`config.mk`:
```
export PLATFORM = sky130hd
export DESIGN_NAME = dapt_top
export DESIGN_NICKNAME = d
export VERILOG_FILES = /design/src/verilog/dapt_channel.v /design/src/verilog/dapt_tick_div.v /design/src/verilog/dapt_top.v
export VERILOG_INCLUDE_DIRS = /design/src /design/src/verilog
export SDC_FILE = /design/constraint.sdc
export NUM_CORES = 1
export LEC_CHECK = 0
export ABC_CLOCK_PERIOD_IN_PS = 3300
export BUFFER_PORTS_ARGS = -buffer_cell sky130_fd_sc_hd__buf_2
export CAP_MARGIN = 30
export CORE_UTILIZATION = 40
export DETAILED_ROUTE_END_ITERATION = 7
export GPL_TIMING_DRIVEN = 0
export SETUP_SLACK_MARGIN = 0.1
export SLEW_MARGIN = 20
export SYNTH_ARGS = -nofsm -noshare
export SYNTH_HDL_FRONTEND = slang
export SYNTH_SLANG_ARGS = --single-unit
```
`constraint.sdc`:
```
create_clock -name clk_i -period 3.3 [get_ports clk_i]
set_input_delay 0.165 -clock clk_i [delete_from_list [all_inputs] [get_ports clk_i]]
set_output_delay 0.165 -clock clk_i [all_outputs]
set_load 0.02 [all_outputs]
```
`src/verilog/dapt_regs.vh`:
```
`ifndef DAPT_REGS_VH
`define DAPT_REGS_VH

// Register byte addresses
`define DAPT_ADDR_PERIOD0    12'h000
`define DAPT_ADDR_PERIOD1    12'h004
`define DAPT_ADDR_ONTIME0    12'h008
`define DAPT_ADDR_ONTIME1    12'h00c
`define DAPT_ADDR_MODE       12'h010
`define DAPT_ADDR_PINSEL     12'h014
`define DAPT_ADDR_STATUS     12'h018

// Field positions
`define DAPT_MODE_INDEP_BIT  8
`define DAPT_PINSEL_OUT1_BIT 7
`define DAPT_GPDATA_OUT0_BIT 1

// Reset values
`define DAPT_PERIOD_RST      8'hff
`define DAPT_ONTIME_RST      8'h00
`define DAPT_MODE_RST        1'b0
`define DAPT_PINSEL_RST      1'b1
`define DAPT_GPSEL_RST       1'b1

// Counters step once every this many clocks
`define DAPT_TICK_DIV        2

`endif

```
`src/verilog/dapt_channel.v`:
```
`timescale 1ns/10ps
module dapt_channel #(
    parameter W = 8
) (
    // Clock and reset
    input  wire         clk_i,
    input  wire         rst_i,
    // Timing control
    input  wire         tick_i,
    input  wire         restart_i,
    input  wire         start_i,
    input  wire [W-1:0] on_time_i,
    // Output waveform and cycle marker
    output wire         wave_o,
    output wire         cycle_start_o
);
    reg [W-1:0] latched_on_ff;
    reg [W:0]   high_cnt_ff;
    reg         started_ff;

    // On-time sampled only at a cycle start
    always @(posedge clk_i) begin
        if (rst_i) begin
            latched_on_ff <= {W{1'b0}};
            high_cnt_ff   <= {(W+1){1'b0}};
            started_ff    <= 1'b0;
        end else if (restart_i) begin
            started_ff  <= 1'b0;
            high_cnt_ff <= {(W+1){1'b0}};
        end else if (start_i) begin
            latched_on_ff <= on_time_i;
            high_cnt_ff   <= {1'b0, on_time_i};
            started_ff    <= 1'b1;
        end else if (tick_i && high_cnt_ff != {(W+1){1'b0}}) begin
            high_cnt_ff <= high_cnt_ff - {{W{1'b0}}, 1'b1};
        end
    end

    assign wave_o        = started_ff && (high_cnt_ff != {(W+1){1'b0}});
    assign cycle_start_o = start_i;
endmodule

```
`src/verilog/dapt_tick_div.v`:
```
`timescale 1ns/10ps
module dapt_tick_div #(
    parameter DIV = 2
) (
    // Clock and reset
    input  wire clk_i,
    input  wire rst_i,
    // Restart divider phase
    input  wire restart_i,
    // One-cycle enable
    output wire tick_o
);
    localparam [7:0] LAST = DIV - 1;

    reg [7:0] cnt_ff;
    wire      last = (cnt_ff == LAST);

    always @(posedge clk_i) begin
        if (rst_i || restart_i || last) begin
            cnt_ff <= 8'h00;
        end else begin
            cnt_ff <= cnt_ff + 8'h01;
        end
    end

    assign tick_o = last & ~restart_i;
endmodule

```
`src/verilog/dapt_top.v`:
```
// Local design decisions: the address map and the APB slave port.
`timescale 1ns/10ps
`include "dapt_regs.vh"

// What this block does
// - Mode bit 8 set runs both generators independently.
// - Independent mode: period register zero and one set their own outputs' periods.
// - Counters step every two clocks; period is two times (register plus one).
// - Period registers accept every 8-bit value from zero to all ones.
// - High time is two clocks times on-time register; zero gives none.
// - On-time beyond period holds the output high all cycle.
// - Mode bit clear selects offset mode sharing period register zero.
// - Offset mode high time still comes from each on-time register.
// - Offset mode: output one rises two times (reg one plus one) after zero.
// - On-time writes take effect at the next cycle start.
// - A period register write clears counters and restarts cycles.
// - Reset: offset mode, periods all ones, on-times zero.
// - Full 8-bit duty resolution exists only at period value 255.
// - Output zero pin carries waveform only when general data bit 1 clear.
// - Output one pin carries waveform only when its select bit clear.
module dapt_top #(
    parameter W = 8
) (
    // Clock and reset
    input  wire        clk_i,
    input  wire        rst_i,
    // APB slave
    input  wire        psel_i,
    input  wire        penable_i,
    input  wire        pwrite_i,
    input  wire [11:0] paddr_i,
    input  wire [31:0] pwdata_i,
    input  wire [3:0]  pstrb_i,
    output wire        pready_o,
    output reg  [31:0] prdata_o,
    output wire        pslverr_o,
    // Pin function control from the general data register
    input  wire        general_io_data_high_i,
    // General I/O values used when pins are not in pulse function
    input  wire        gpio_out0_i,
    input  wire        gpio_oe0_i,
    input  wire        gpio_out1_i,
    input  wire        gpio_oe1_i,
    // Pins
    output reg         pulse_output_zero_o,
    output reg         pulse_output_zero_oe_o,
    output reg         pulse_output_one_o,
    output reg         pulse_output_one_oe_o
);
    reg [W-1:0] period_reg_zero_ff;
    reg [W-1:0] period_offset_reg_one_ff;
    reg [W-1:0] on_time_reg_zero_ff;
    reg [W-1:0] on_time_reg_one_ff;
    reg         mode_indep_ff;
    reg         pin_function_select_ff;
    reg [W-1:0] cnt0_ff;
    reg [W-1:0] cnt1_ff;
    reg         off_pending_ff;
    reg         first_ff;

    // Next values of the register file
    reg [W-1:0] nxt_period_reg_zero;
    reg [W-1:0] nxt_period_offset_reg_one;
    reg [W-1:0] nxt_on_time_reg_zero;
    reg [W-1:0] nxt_on_time_reg_one;
    reg         nxt_mode_indep;
    reg         nxt_pin_function_select;

    // Next values of the cycle timers
    reg [W-1:0] nxt_cnt0;
    reg [W-1:0] nxt_cnt1;
    reg         nxt_off_pending;
    reg         nxt_first;

    // Next values of the pins
    reg         nxt_pin0;
    reg         nxt_pin0_oe;
    reg         nxt_pin1;
    reg         nxt_pin1_oe;

    wire        wr_en = psel_i & penable_i & pwrite_i;
    wire        rd_en = psel_i & ~pwrite_i;
    wire        tick;
    wire        wave0;
    wire        wave1;

    function addr_ok;
        input [11:0] a;
        begin
            addr_ok = (a <= `DAPT_ADDR_STATUS) && (a[1:0] == 2'b00);
        end
    endfunction

    function hit;
        input [11:0] a;
        input [11:0] target;
        begin
            hit = (a == target);
        end
    endfunction

    // Timer increment, shared by both cycle counters
    function [W-1:0] count_up;
        input [W-1:0] v;
        begin
            count_up = v + {{(W-1){1'b0}}, 1'b1};
        end
    endfunction

    // Address decode, one select per writable register
    wire        sel_period0 = hit(paddr_i, `DAPT_ADDR_PERIOD0);
    wire        sel_period1 = hit(paddr_i, `DAPT_ADDR_PERIOD1);
    wire        sel_ontime0 = hit(paddr_i, `DAPT_ADDR_ONTIME0);
    wire        sel_ontime1 = hit(paddr_i, `DAPT_ADDR_ONTIME1);
    wire        sel_mode    = hit(paddr_i, `DAPT_ADDR_MODE);
    wire        sel_pinsel  = hit(paddr_i, `DAPT_ADDR_PINSEL);

    // Byte lane qualified writes; lane one carries the mode bit
    wire        lane0_wr    = wr_en & pstrb_i[0];
    wire        lane1_wr    = wr_en & pstrb_i[1];

    // Any period write restarts both generators
    wire restart = wr_en && pstrb_i[0] &&
                   (hit(paddr_i, `DAPT_ADDR_PERIOD0) ||
                    hit(paddr_i, `DAPT_ADDR_PERIOD1));

    assign pready_o  = 1'b1;
    assign pslverr_o = psel_i & penable_i & ~addr_ok(paddr_i);

    // Register writes; all 8-bit values legal
    always @* begin
        nxt_period_reg_zero       = period_reg_zero_ff;
        nxt_period_offset_reg_one = period_offset_reg_one_ff;
        nxt_on_time_reg_zero      = on_time_reg_zero_ff;
        nxt_on_time_reg_one       = on_time_reg_one_ff;
        nxt_mode_indep            = mode_indep_ff;
        nxt_pin_function_select   = pin_function_select_ff;
        if (lane0_wr && sel_period0) begin
            nxt_period_reg_zero = pwdata_i[W-1:0];
        end
        if (lane0_wr && sel_period1) begin
            nxt_period_offset_reg_one = pwdata_i[W-1:0];
        end
        // On-time taken at once, used by the channel at its next start
        if (lane0_wr && sel_ontime0) begin
            nxt_on_time_reg_zero = pwdata_i[W-1:0];
        end
        if (lane0_wr && sel_ontime1) begin
            nxt_on_time_reg_one = pwdata_i[W-1:0];
        end
        if (lane1_wr && sel_mode) begin
            nxt_mode_indep = pwdata_i[`DAPT_MODE_INDEP_BIT];
        end
        if (lane0_wr && sel_pinsel) begin
            nxt_pin_function_select = pwdata_i[`DAPT_PINSEL_OUT1_BIT];
        end
    end

    // Register file flops
    always @(posedge clk_i) begin
        if (rst_i) begin
            period_reg_zero_ff       <= `DAPT_PERIOD_RST;
            period_offset_reg_one_ff <= `DAPT_PERIOD_RST;
            on_time_reg_zero_ff      <= `DAPT_ONTIME_RST;
            on_time_reg_one_ff       <= `DAPT_ONTIME_RST;
            mode_indep_ff            <= `DAPT_MODE_RST;
            pin_function_select_ff   <= `DAPT_PINSEL_RST;
        end else begin
            period_reg_zero_ff       <= nxt_period_reg_zero;
            period_offset_reg_one_ff <= nxt_period_offset_reg_one;
            on_time_reg_zero_ff      <= nxt_on_time_reg_zero;
            on_time_reg_one_ff       <= nxt_on_time_reg_one;
            mode_indep_ff            <= nxt_mode_indep;
            pin_function_select_ff   <= nxt_pin_function_select;
        end
    end

    // Read mux
    always @* begin
        prdata_o = 32'h0000_0000;
        if (rd_en) begin
            case (paddr_i)
                `DAPT_ADDR_PERIOD0: prdata_o[W-1:0] = period_reg_zero_ff;
                `DAPT_ADDR_PERIOD1: prdata_o[W-1:0] = period_offset_reg_one_ff;
                `DAPT_ADDR_ONTIME0: prdata_o[W-1:0] = on_time_reg_zero_ff;
                `DAPT_ADDR_ONTIME1: prdata_o[W-1:0] = on_time_reg_one_ff;
                `DAPT_ADDR_MODE:    prdata_o[`DAPT_MODE_INDEP_BIT] = mode_indep_ff;
                `DAPT_ADDR_PINSEL:  prdata_o[`DAPT_PINSEL_OUT1_BIT] = pin_function_select_ff;
                `DAPT_ADDR_STATUS:  prdata_o[1:0] = {wave1, wave0};
                default:            prdata_o = 32'h0000_0000;
            endcase
        end
    end

    dapt_tick_div #(
        .DIV       (`DAPT_TICK_DIV)
    ) u_div (
        .clk_i     (clk_i),
        .rst_i     (rst_i),
        .restart_i (restart),
        .tick_o    (tick)
    );

    // Cycle boundaries: period is (reg + 1) ticks
    wire end0 = tick && (cnt0_ff == period_reg_zero_ff);
    wire end1 = tick && (cnt1_ff == period_offset_reg_one_ff);
    // First start after a restart waits for a tick, so the first cycle is whole
    wire first_go = first_ff && tick;
    wire start0 = first_go || end0;
    // Offset: delay counted in cnt1 from output zero's start
    wire start1 = mode_indep_ff ? (first_go || end1)
                                : (off_pending_ff && end1);

    // Output zero timer; a start always begins again from zero
    always @* begin
        nxt_first = first_ff && !tick;
        nxt_cnt0  = cnt0_ff;
        if (start0) begin
            nxt_cnt0 = {W{1'b0}};
        end else if (tick) begin
            nxt_cnt0 = count_up(cnt0_ff);
        end
    end

    // Output one timer: own period, or offset from output zero's start
    always @* begin
        nxt_cnt1        = cnt1_ff;
        nxt_off_pending = off_pending_ff;
        if (mode_indep_ff) begin
            nxt_off_pending = 1'b0;
            if (start1) begin
                nxt_cnt1 = {W{1'b0}};
            end else if (tick) begin
                nxt_cnt1 = count_up(cnt1_ff);
            end
        end else begin
            // Shared period; offset relies on reg one below reg zero
            if (start0) begin
                nxt_cnt1        = {W{1'b0}};
                nxt_off_pending = 1'b1;
            end else if (end1) begin
                nxt_off_pending = 1'b0;
            end else if (tick && off_pending_ff) begin
                nxt_cnt1 = count_up(cnt1_ff);
            end
        end
    end

    // Timer flops; a period write clears them at once
    always @(posedge clk_i) begin
        if (rst_i || restart) begin
            cnt0_ff        <= {W{1'b0}};
            cnt1_ff        <= {W{1'b0}};
            off_pending_ff <= 1'b0;
            first_ff       <= 1'b1;
        end else begin
            cnt0_ff        <= nxt_cnt0;
            cnt1_ff        <= nxt_cnt1;
            off_pending_ff <= nxt_off_pending;
            first_ff       <= nxt_first;
        end
    end

    // High time counts on-time ticks; overruns past the period keep it high
    dapt_channel #(
        .W             (W)
    ) u_ch0 (
        .clk_i         (clk_i),
        .rst_i         (rst_i),
        .tick_i        (tick),
        .restart_i     (restart),
        .start_i       (start0),
        .on_time_i     (on_time_reg_zero_ff),
        .wave_o        (wave0),
        .cycle_start_o ()
    );

    dapt_channel #(
        .W             (W)
    ) u_ch1 (
        .clk_i         (clk_i),
        .rst_i         (rst_i),
        .tick_i        (tick),
        .restart_i     (restart),
        .start_i       (start1),
        .on_time_i     (on_time_reg_one_ff),
        .wave_o        (wave1),
        .cycle_start_o ()
    );

    // Pin zero: general I/O owns it while the data bit is set
    always @* begin
        if (!general_io_data_high_i) begin
            nxt_pin0    = wave0;
            nxt_pin0_oe = 1'b1;
        end else begin
            nxt_pin0    = gpio_out0_i;
            nxt_pin0_oe = gpio_oe0_i;
        end
    end

    // Pin one: general I/O owns it while its select bit is set
    always @* begin
        if (!pin_function_select_ff) begin
            nxt_pin1    = wave1;
            nxt_pin1_oe = 1'b1;
        end else begin
            nxt_pin1    = gpio_out1_i;
            nxt_pin1_oe = gpio_oe1_i;
        end
    end

    // Registered so the pads never see decode glitches
    always @(posedge clk_i) begin
        if (rst_i) begin
            pulse_output_zero_o    <= 1'b0;
            pulse_output_zero_oe_o <= 1'b0;
            pulse_output_one_o     <= 1'b0;
            pulse_output_one_oe_o  <= 1'b0;
        end else begin
            pulse_output_zero_o    <= nxt_pin0;
            pulse_output_zero_oe_o <= nxt_pin0_oe;
            pulse_output_one_o     <= nxt_pin1;
            pulse_output_one_oe_o  <= nxt_pin1_oe;
        end
    end
endmodule
```
==> results.md, run 1 <==
- Outcome: finished clean
- Reg2Reg Depth: 7
- DPL Wire Length: 8870 microns
- CTS Buf Count: 9
- Synth area leader: dfxtp_1
- Synth warn: 0
- Finish-stage setup viols: 0
- Slowest stage delay, CP: 670 ps
- Hold Crit Class: in -> reg
- Reg2Reg Capture Point: cnt1_ff[6]$_SDFFE_PP0P_
- WS Path Type: reg -> reg
- Global-route wire length before repair: 18300 microns
- DR pass1 iterations: 5
- Global Route Usage Sum: 0.207
- Top-area cell type share of the netlist area: 0.366
- Core Box Area: 11000 sq um
- Hold Crit Depth: 2
- EDFF count, synth: 0
- Util after Layout: 0.486
- Final Power: 2.68 mW
- RSZ-0062 raised after global routing: false
- TritonCTS clock tree: done
- Syn Area/Cell: roughly 8.8 sq um
- Vias in the first global route: 3647
- Post-DR vias/cell: 5.34
- M1 GR Usage: 0.269
- Gr busiest metal: met2
- Top post-synthesis cells by area: dfxtp_1, mux2i_1, xor2_1
- Nets: 666
- Synth-to-Final Area Change: 16.8%
- H-tree depth: 3
- Drt total wl: 11700 microns
- Placer Congestion: roughly 0.80
- Clock Path Buffers: 2
- Fin. max-slew vios: 0
- Placed insts: 728
- Critical path's slowest cell: a21oi_1
- Detailed Route Iter0 Violations: roughly 190
- Largest net degree at the start of global routing: 15
- Post-Syn Instances: 521
- Fill cell count: about 1100
- I/O pin count: 96
- CTS root buffer: clkbuf_16
- PD cells: 500 nW/um^2
- Pleak: 2.12 nW
- Seq/Total Area, Yosys: 0.366
- Worst Path Buf+Inv: 0
- Antenna-violating nets left: 0
- Final instance area: 5360 sq um
- Tightest Pin Transition: between 800 and 900 ps
- Hold buffers post-CTS: 0
- Hold_sp: general_io_data_high_i
- Post-CTS Setup Inserts: 0
- Fin crit share: 0.874
- Cell Area, Synth: 4590 sq um
- Crit-path cells: ha_1 > nor4b_1 > nand2_1 > a21oi_1 > o21ai_1 > or4_1 > a21oi_1
- Crit. Startpoint: u_div.cnt_ff[0]$_SDFF_PP0_
- Critical Path RT: 3570 ps
- Layout cells sized above 1: 0.179
- Async SR Flop Fraction: 0
- Non-filler instance count after layout: 745
- Gr ovfl total: 0
- Primary FF master, synth: dfxtp_1
- Grt met2 use: 0.322
- Max transition margin: 0.444
- Max VDD drop: 0.000349 V
- Reg2Reg Setup Slack: 420 ps
- Synthesized flop and latch total: between 80 and 90
- Met3 Use GR: 0.0418
- Die X: 109 microns
- Count of cell types in the netlist: 57
- Antenna fix cells: 0
- Clock transition at path regs: 60 ps
- Drc violations: 0
- Post-CTS resize count: 0
- Rows: 38
- Critical Path Source Type: register
- Final setup skew: slightly below 9 ps
- WL/cell: approximately 16 microns
- Die height: 109 microns
- Via count: a little under 4000
- Crit path time final: 2880 ps
- Placed cell area: 5080 sq um
- Skew-Pair Late Insertion Delay: 340 ps
- Setup TNS Final: 0 ps
- Max Fclk: 347 MHz
- Port buffer count: 45
- Hold Crit Endpoint: pulse_output_zero_oe_o$_SDFF_PP0_
- Die Area: 11900 sq um
- Antenna violations before repair: 0
- R2R Path Start: u_div.cnt_ff[0]$_SDFF_PP0_
- Critical path's top delay family: compound AO/OA/AOI/OAI gates
- CP dominant cell by count: a21oi_1
- Max Cap Viol: 0
- Final Hold Fails: 0
- Worst setup EP type: register
- Clk sinks: 84
- Worst Path Arrival: 3150 ps
- CP max FO: 8
- Starting Density: 0.416
-- sequential cells by signal, indices dropped and copies added, names as in the netlist --
| signal | flops |
|---|---|
| u_ch0.started_ff | 1 |
| off_pending_ff | 1 |
| u_ch1.started_ff | 1 |
| pulse_output_one_o | 1 |
| pin_function_select_ff | 1 |
| period_offset_reg_one_ff | 8 |
| first_ff | 1 |
| pulse_output_zero_oe_o | 1 |
| mode_indep_ff | 1 |
| on_time_reg_one_ff | 8 |
| pulse_output_zero_o | 1 |
| cnt0_ff | 8 |
| u_ch1.high_cnt_ff | 9 |
| u_div.cnt_ff | 8 |
| pulse_output_one_oe_o | 1 |
| cnt1_ff | 8 |
| u_ch0.high_cnt_ff | 9 |
| period_reg_zero_ff | 8 |
| on_time_reg_zero_ff | 8 |
-- worst max path at each step --
| stage | cells past startpoint | end |
|---|---|---|
| 2_1_floorplan | 6 | on_time_reg_one_ff[7]$_SDFFE_PP0P_ |
| 3_3_place_gp | 8 | cnt1_ff[3]$_SDFFE_PP0P_ |
| 3_5_place_dp | 7 | cnt1_ff[6]$_SDFFE_PP0P_ |
| 4_1_cts | 7 | prdata_o[0] |
| 5_1_grt | 8 | cnt1_ff[7]$_SDFFE_PP0P_ |
| 6_report | 7 | cnt1_ff[6]$_SDFFE_PP0P_ |
-- area by class of cell --
class	count	area [sq um]	share of cell area
plain buffers	43	264	0.0492
clock buffers	10	239	0.0446
clock inverters	6	40.0	0.00747
inverters	13	48.8	0.00910
multi-input cells	403	2680	0.500
flip-flops and latches	84	1680	0.314
well taps	140	175	0.0327
repair buffers	46	233	0.0434
-- cells in the final DEF, fill, tap and decap left out, drive strengths merged, types with 6 or more instances in the layout --
cell,synthesis,layout
mux2i,31,31
and3,14,14
or4,9,9
nand2,26,26
nand2b,7,7
a211o,18,18
and2,9,9
nand3,14,14
nand3b,7,7
nor2b,9,9
buf,30,76
nor3,13,13
inv,13,13
ha,8,8
o31ai,9,9
mux2,6,6
o21ai,12,12
nor4,11,11
xor2,35,35
o22ai,6,6
dfxtp,84,84
a21oi,27,27
conb,2,24
clkbuf,13,23
nor2,58,58
-- worst register-to-register path: cells and delay by family (launching register included) --
family,cells,cell delay (ps)
AO/OA/AOI/OAI,3,1120
adder cells (fa/ha/maj),1,190
AND/OR/NAND/NOR,3,1070
flip-flops,1,430
-- Yosys cell counts (all sizes together), types with 2 or more instances --
library cell	count
dfxtp	84
nor2	58
xor2	35
mux2i	31
buf	30
a21oi	27
nand2	26
a211o	18
and3	14
nand3	14
clkbuf	13
inv	13
nor3	13
o21ai	12
nor4	11
and2	9
nor2b	9
o31ai	9
or4	9
ha	8
nand2b	7
nand3b	7
mux2	6
o22ai	6
nand4	5
o211ai	5
or3	5
a21o	4
a22oi	4
o21a	4
xnor2	4
a211oi	3
a222oi	2
conb	2
nor3b	2
-- where the power goes --
group	total (mW)	switching (mW)	internal (mW)	leakage, nW
Combinational	0.605	0.364	0.241	1.30
Sequential	1.13	0.0579	1.07	0.681
Clock	0.947	0.418	0.529	0.138
-- per-layer routing --
layer	up-vias	wire, microns
met1	1873	5370
met5	-	0
met3	18	717
met2	115	5360
li1	1974	-
met4	0	278
-- cell families (layout without fill, tap and decap cells) --
| group | after synthesis | after routing | synth area share |
|---|---|---|---|
| AO/OA/AOI/OAI | 101 | 101 | 0.150 |
| XOR/XNOR | 39 | 39 | 0.0744 |
| adder cells (fa/ha/maj) | 8 | 8 | 0.0218 |
| buffers and inverters | 56 | 118 | 0.0681 |
| flip-flops | 84 | 84 | 0.366 |
| multiplexers | 37 | 37 | 0.0823 |
| other | 2 | 24 | 0.00164 |
| AND/OR/NAND/NOR | 194 | 194 | 0.236 |
-- stage by stage --
| stage | hold WS (ps) | setup slack (ps) |
|---|---|---|
| after floorplan | 261 | 1120 |
| after detailed placement | 391 | 474 |
| final | 32.1 | 416 |
| after CTS | 17.1 | 400 |
| after global placement | 377 | 442 |
| after global routing | 36.9 | 183 |
No activity file was read; power rests on OpenSTA's default activity.
==> inputs of run 2 (changes only) <==
--- a/config.mk
+++ b/config.mk
@@ -6,9 +6,10 @@
 export SDC_FILE = /design/constraint.sdc
 export NUM_CORES = 1
 export LEC_CHECK = 0
-export ABC_CLOCK_PERIOD_IN_PS = 3300
-export BUFFER_PORTS_ARGS = -buffer_cell sky130_fd_sc_hd__buf_2
+export ABC_CLOCK_PERIOD_IN_PS = 3400
+export BUFFER_PORTS_ARGS = -buffer_cell sky130_fd_sc_hd__clkbuf_2
 export CAP_MARGIN = 30
+export CORE_MARGIN = 1
 export CORE_UTILIZATION = 40
 export DETAILED_ROUTE_END_ITERATION = 7
 export GPL_TIMING_DRIVEN = 0
==> constraint.sdc (replaced) <==
create_clock -name clk_i -period 3.4 [get_ports clk_i]
set_input_delay 0.17 -clock clk_i [delete_from_list [all_inputs] [get_ports clk_i]]
set_output_delay 0.17 -clock clk_i [all_outputs]
set_load 0.02 [all_outputs]
==> results.md, run 2 (synthesized netlist as in run 1, its figures left out) <==
- Outcome: finished clean
- Final setup skew: 9.42 ps (+0.606 ps)
- Clock transition at path regs: 60 ps (about the same)
- Hold Crit Depth: 3 (+1)
- CTS Buf Count: 9 (unchanged)
- Post-DR vias/cell: 5.28 (-1.1%)
- PD cells: 510 nW/um^2 (+2.0%)
- CP max FO: 10 (+2)
- Commonest cells after routing, fill and taps aside: dfxtp_1, nor2_1, clkbuf_2, xor2_1, mux2i_1
- Critical Path Source Type: register
- Hold Crit Endpoint: pulse_output_one_oe_o$_SDFF_PP0_
- R2R Path Start: u_div.cnt_ff[0]$_SDFF_PP0_
- Vias in the first global route: 3678 (+0.85%)
- Worst setup EP type: register
- DPL Wire Length: 8860 microns (-0.11%)
- Final instance area: 5400 sq um (+0.77%)
- Fin crit share: 0.853 (-0.0212)
- TritonCTS clock tree: done
- Hold_sp: gpio_oe1_i
- Max VDD drop: 0.000302 V (-14%)
- Rows: 38 (unchanged)
- Drt total wl: 11800 microns (+0.36%)
- Final Hold Fails: 0 (unchanged)
- Global-route wire length before repair: 18700 microns (+2.0%)
- Core Box Area: 11000 sq um (unchanged)
- Fill cell count: 1061 (-0.38%)
- CTS root buffer: clkbuf_16
- Global Route Usage Sum: 0.210 (+0.00349)
- Reg2Reg Setup Slack: 500 ps (+80 ps)
- Die X: 109 microns (unchanged)
- Via count: 3929 (-1.3%)
- Nets: 665 (-0.15%)
- Post-CTS Setup Inserts: 0 (unchanged)
- Most common cell after layout, fill and taps aside: dfxtp_1
- WL/cell: 15.8 microns (+0.49%)
- Fin. max-slew vios: 0 (unchanged)
- Placed cell area: 5080 sq um (unchanged)
- Synth-to-Final Area Change: 17.7%
- Finish-stage setup viols: 0 (unchanged)
- Max transition margin: 0.446 (+0.00193)
- Layout cells sized above 1: 0.179 (+0.000296)
- Die height: 109 microns (unchanged)
- Antenna-violating nets left: 0 (unchanged)
- Post-CTS resize count: 0 (unchanged)
- Die Area: 11900 sq um (unchanged)
- Crit path time final: 2900 ps (+15.3 ps)
- WS Path Type: reg -> reg
- H-tree depth: 3 (unchanged)
- Hold buffers post-CTS: 0 (unchanged)
- Starting Density: 0.416 (unchanged)
- Tightest Pin Transition: 826 ps (-2.88 ps)
- Reg2Reg Depth: 8 (+1)
- Reg2Reg Capture Point: cnt1_ff[3]$_SDFFE_PP0P_
- DR pass1 iterations: 4 (-1)
- Port buffer count: 45 (unchanged)
- Clk sinks: 84 (unchanged)
- Pleak: 2.13 nW (+0.46%)
- Gr ovfl total: 0 (unchanged)
- Worst Path Arrival: 3130 ps (-20 ps)
- Setup WS pre-CTS: 528 ps (+53.3 ps)
- Drc violations: 0 (unchanged)
- Placer Congestion: 0.809 (+0.61%)
- Top Registers: u_ch0.high_cnt_ff: 9 flops, u_ch1.high_cnt_ff: 9 flops
- Critical Path RT: 3640 ps (+70 ps)
- Skew-Pair Late Insertion Delay: 350 ps (about the same)
- Clock Path Buffers: 2 (unchanged)
- I/O pin count: 96 (unchanged)
- Hold Crit Class: in -> reg
- Max Cap Viol: 0 (unchanged)
- Final setup margin: 500 ps (+84.7 ps)
- Detailed Route Iter0 Violations: 233 (+22%)
- Largest net degree at the start of global routing: 16 (+1)
- Antenna violations before repair: 0 (unchanged)
- Setup TNS Final: 0 ps (unchanged)
- RSZ-0062 raised after global routing: false
- Max Fclk: 345 MHz (-0.53%)
- Antenna fix cells: 0 (unchanged)
==> run 2: changes by cell type in the layout (fill, tap and decap cells not counted) <==
cell | previous run | this run
a21oi_1 | 27 | 26
a21oi_2 | 0 | 1
buf_2 | 49 | 4
buf_4 | 25 | 24
bufinv_16 | 0 | 2
clkbuf_2 | 0 | 45
clkbuf_8 | 1 | 0
clkinv_2 | 3 | 1
clkinv_4 | 2 | 1
inv_6 | 0 | 2
==> run 2: layer usage <==
metal  global-route usage  part of all wire  vias up  wire, microns
met4               0.0907             0.014        0            170
met1                0.268              0.45     1829           5310
li1                     -                 -     1977              -
met2                0.340              0.48      111           5630
met5                    0                 0        -              0
met3               0.0460             0.056       12            662
==> run 2: how the worst max path moves through the flow <==
stage,startpoint,to,slack (ps)
6_report,u_div.cnt_ff[0]$_SDFF_PP0_,cnt1_ff[3]$_SDFFE_PP0P_,500
5_1_grt,u_ch0.high_cnt_ff[5]$_SDFFE_PP0P_,prdata_o[0],270
4_1_cts,u_div.cnt_ff[0]$_SDFF_PP0_,cnt1_ff[3]$_SDFFE_PP0P_,500
3_5_place_dp,u_div.cnt_ff[0]$_SDFF_PP0_,cnt1_ff[3]$_SDFFE_PP0P_,530
3_3_place_gp,u_div.cnt_ff[0]$_SDFF_PP0_,cnt1_ff[3]$_SDFFE_PP0P_,540
2_1_floorplan,paddr_i[8],on_time_reg_one_ff[7]$_SDFFE_PP0P_,1220
==> run 2: where the power goes <==
group	total, mW	leakage [nW]	switching [mW]	internal, mW
Sequential	1.09	0.681	0.0552	1.04
Clock	1.08	0.156	0.427	0.649
Combinational	0.586	1.29	0.353	0.233
==> run 2: final cells by class <==
class / instances / area, sq um / share of cell area
repair buffers: 45 / 225 / 0.0417
well taps: 140 / 175 / 0.0324
clock buffers: 9 / 225 / 0.0417
clock inverters: 7 / 98.8 / 0.0183
plain buffers: 43 / 264 / 0.0489
inverters: 13 / 48.8 / 0.00903
multi-input cells: 403 / 2690 / 0.497
flip-flops and latches: 84 / 1680 / 0.311
==> run 2: through the flow <==
stage,power [mW],utilization,cells,hold WS [ps]
after floorplan,1.54,-,543,266
after global placement,1.68,0.460,728,385
after detailed placement,1.69,0.460,728,397
after CTS,2.78,0.490,744,30.8
after global routing,2.90,0.490,744,41.7
final,2.76,0.490,744,42.2
==> run 2: critical path, cell delays in order (launching register included) <==
cell     delay, ps
dfxtp_1        400
ha_1           180
nor4b_1        300
nand2_1        250
a21oi_1        690
o21ai_1        310
buf_2          270
o21a_1         200
o21a_1         170
==> inputs of run 3 (changes only) <==
--- a/config.mk
+++ b/config.mk
@@ -13,6 +13,7 @@
 export CORE_UTILIZATION = 40
 export DETAILED_ROUTE_END_ITERATION = 7
 export GPL_TIMING_DRIVEN = 0
+export RECOVER_POWER = 100
 export SETUP_SLACK_MARGIN = 0.1
 export SLEW_MARGIN = 20
 export SYNTH_ARGS = -nofsm -noshare
==> results.md, run 3 (synthesized netlist as in run 1, its figures left out) <==
- Drc violations: 0 (unchanged)
- Core Box Area: 11000 sq um (unchanged)
- I/O pin count: 96 (unchanged)
- DR pass1 iterations: 5 (+1)
- Final setup margin: 303 ps (-198 ps)
- Nets: 665 (unchanged)
- Crit-path cells: clkbuf_2 > or4_1 > nor4_1 > a21oi_1 > o21ai_0 > buf_2 > mux2i_1 > nor2_1
- Die Area: 11900 sq um (unchanged)
- Clock Path Buffers: 2 (unchanged)
- CP max FO: 10 (unchanged)
- Global-route wire length before repair: 18700 microns (unchanged)
- CTS Buf Count: 9 (unchanged)
- PD cells: 515 nW/um^2 (+1.1%)
- Final instance area: 5340 sq um (-1.2%)
- Crit path time final: 3100 ps (+198 ps)
- Max VDD drop: 0.000302 V (about the same)
- Max Fclk: 323 MHz (-6.4%)
- Multi-input logic area: 2650 sq um (-1.5%)
- Gr ovfl total: 0 (unchanged)
- Max Used Layer: met4
- Starting Density: 0.416 (unchanged)
- Layout cells sized above 1: 0.147 (-0.0315)
- Critical Path RT: 3620 ps (-20 ps)
- Max Cap Viol: 0 (unchanged)
- Hold_ws: 45.4 ps (+3.22 ps)
- Synth-to-Final Area Change: 16.2%
- Critical path's slowest cell: nor4_1
- Non-filler instance count after layout: 744 (unchanged)
- DPL Wire Length: 8860 microns (unchanged)
- Met3 Wirelength: 698 microns (+5.4%)
- Drt total wl: 11900 microns (+1.0%)
- Die height: 109 microns (unchanged)
- Most common cell after layout, fill and taps aside: dfxtp_1
- Final setup skew: 10.6 ps (+1.21 ps)
- Tightest Pin Transition: 1220 ps (+392 ps)
- Reg2Reg Depth: 8 (unchanged)
- Util after Layout: 0.484 (-0.00601)
- Post-CTS Setup Inserts: 0 (unchanged)
- Placed cell area: 5080 sq um (unchanged)
- WL/cell: 16.0 microns (+1.0%)
- Hold Crit Depth: 3 (unchanged)
- Setup TNS Final: 0 ps (unchanged)
- Port buffer count: 45 (unchanged)
- Slowest stage delay, CP: 1000 ps (+310 ps)
- Worst Path Arrival: 3320 ps (+190 ps)
- Hold_sp: gpio_oe1_i
- TritonCTS clock tree: done
- Worst setup EP type: register
- RSZ-0062 raised after global routing: false
- Rows: 38 (unchanged)
- Die X: 109 microns (unchanged)
- Hold Crit Class: in -> reg
- Finish-stage setup viols: 0 (unchanged)
- Placed insts: 728 (unchanged)
- Largest net degree at the start of global routing: 16 (unchanged)
- Skew-Pair Late Insertion Delay: 340 ps (about the same)
- Hold buffers post-CTS: 0 (unchanged)
- WS Path Type: in -> reg
- Placer Congestion: 0.809 (unchanged)
- R2R Path Start: u_div.cnt_ff[0]$_SDFF_PP0_
- Routed met2 length: 5650 microns (+0.32%)
- Antenna violations before repair: 0 (unchanged)
- Pleak: 2.06 nW (-3.5%)
- Post-DR vias/cell: 5.35 (+1.3%)
- Via count: 3982 (+1.3%)
- Detailed Route Iter0 Violations: 255 (+9.4%)
- Antenna-violating nets left: 0 (unchanged)
- Final Hold Fails: 0 (unchanged)
- Register area: 1680 sq um (unchanged)
- Critical Path Source Type: input port
- Outcome: finished clean
- Max transition margin: 0.181 (-0.266)
- Fill cell count: 1082 (+2.0%)
- Final Power: 2.75 mW (-0.14%)
- Global Route Usage Sum: 0.210 (unchanged)
- Clock transition at path regs: 60 ps (about the same)
- Fin crit share: 0.911 (+0.0581)
- Vias in the first global route: 3678 (unchanged)
- Crit. Startpoint: paddr_i[8]
- M1 wire length: 5360 microns (+0.98%)
- Antenna fix cells: 0 (unchanged)
- CTS root buffer: clkbuf_16
- Post-CTS resize count: 0 (unchanged)
- Top Registers: u_ch0.high_cnt_ff: 9 flops, u_ch1.high_cnt_ff: 9 flops
- Fin. max-slew vios: 0 (unchanged)
- H-tree depth: 3 (unchanged)
- Commonest cells after routing, fill and taps aside: dfxtp_1, nor2_1, xor2_1, mux2i_1, clkbuf_2
- Setup WS pre-CTS: 528 ps (unchanged)
- Clk sinks: 84 (unchanged)
run 3: cell type report:
cell class	count	share of cell area
inverter	13	0.00914
clock inverter	7	0.0185
tap	140	0.0328
sequential	84	0.315
clock buffer	9	0.0422
multi-input combinational	403	0.496
buffer	43	0.0478
timing repair buffer	45	0.0389
run 3: path summary, 6_finish.rpt:
path / endpoint / slack (ps)
worst min-delay path: pulse_output_one_oe_o$_SDFF_PP0_ / 50
worst min register to register: u_div.cnt_ff[0]$_SDFF_PP0_ / 500
worst max register to register: cnt1_ff[3]$_SDFFE_PP0P_ / 380
worst max-delay path: cnt1_ff[1]$_SDFFE_PP0P_ / 300
run 3: power breakdown:
part           internal, mW  switching, mW
Combinational         0.231          0.351
Sequential             1.04         0.0550
Clock                 0.649          0.427
Total                  1.92          0.833
run 3: layer usage:
layer,track usage,vias up
met5,0,-
met4,0.0907,0
met3,0.0460,16
met2,0.340,134
met1,0.268,1850
li1,-,1982
run 3: worst max-delay path, delay by kind of cell:
family	cells	cell delay, ps
AO/OA/AOI/OAI	2	920
buffers and inverters	2	390
multiplexers	1	200
AND/OR/NAND/NOR	3	1630
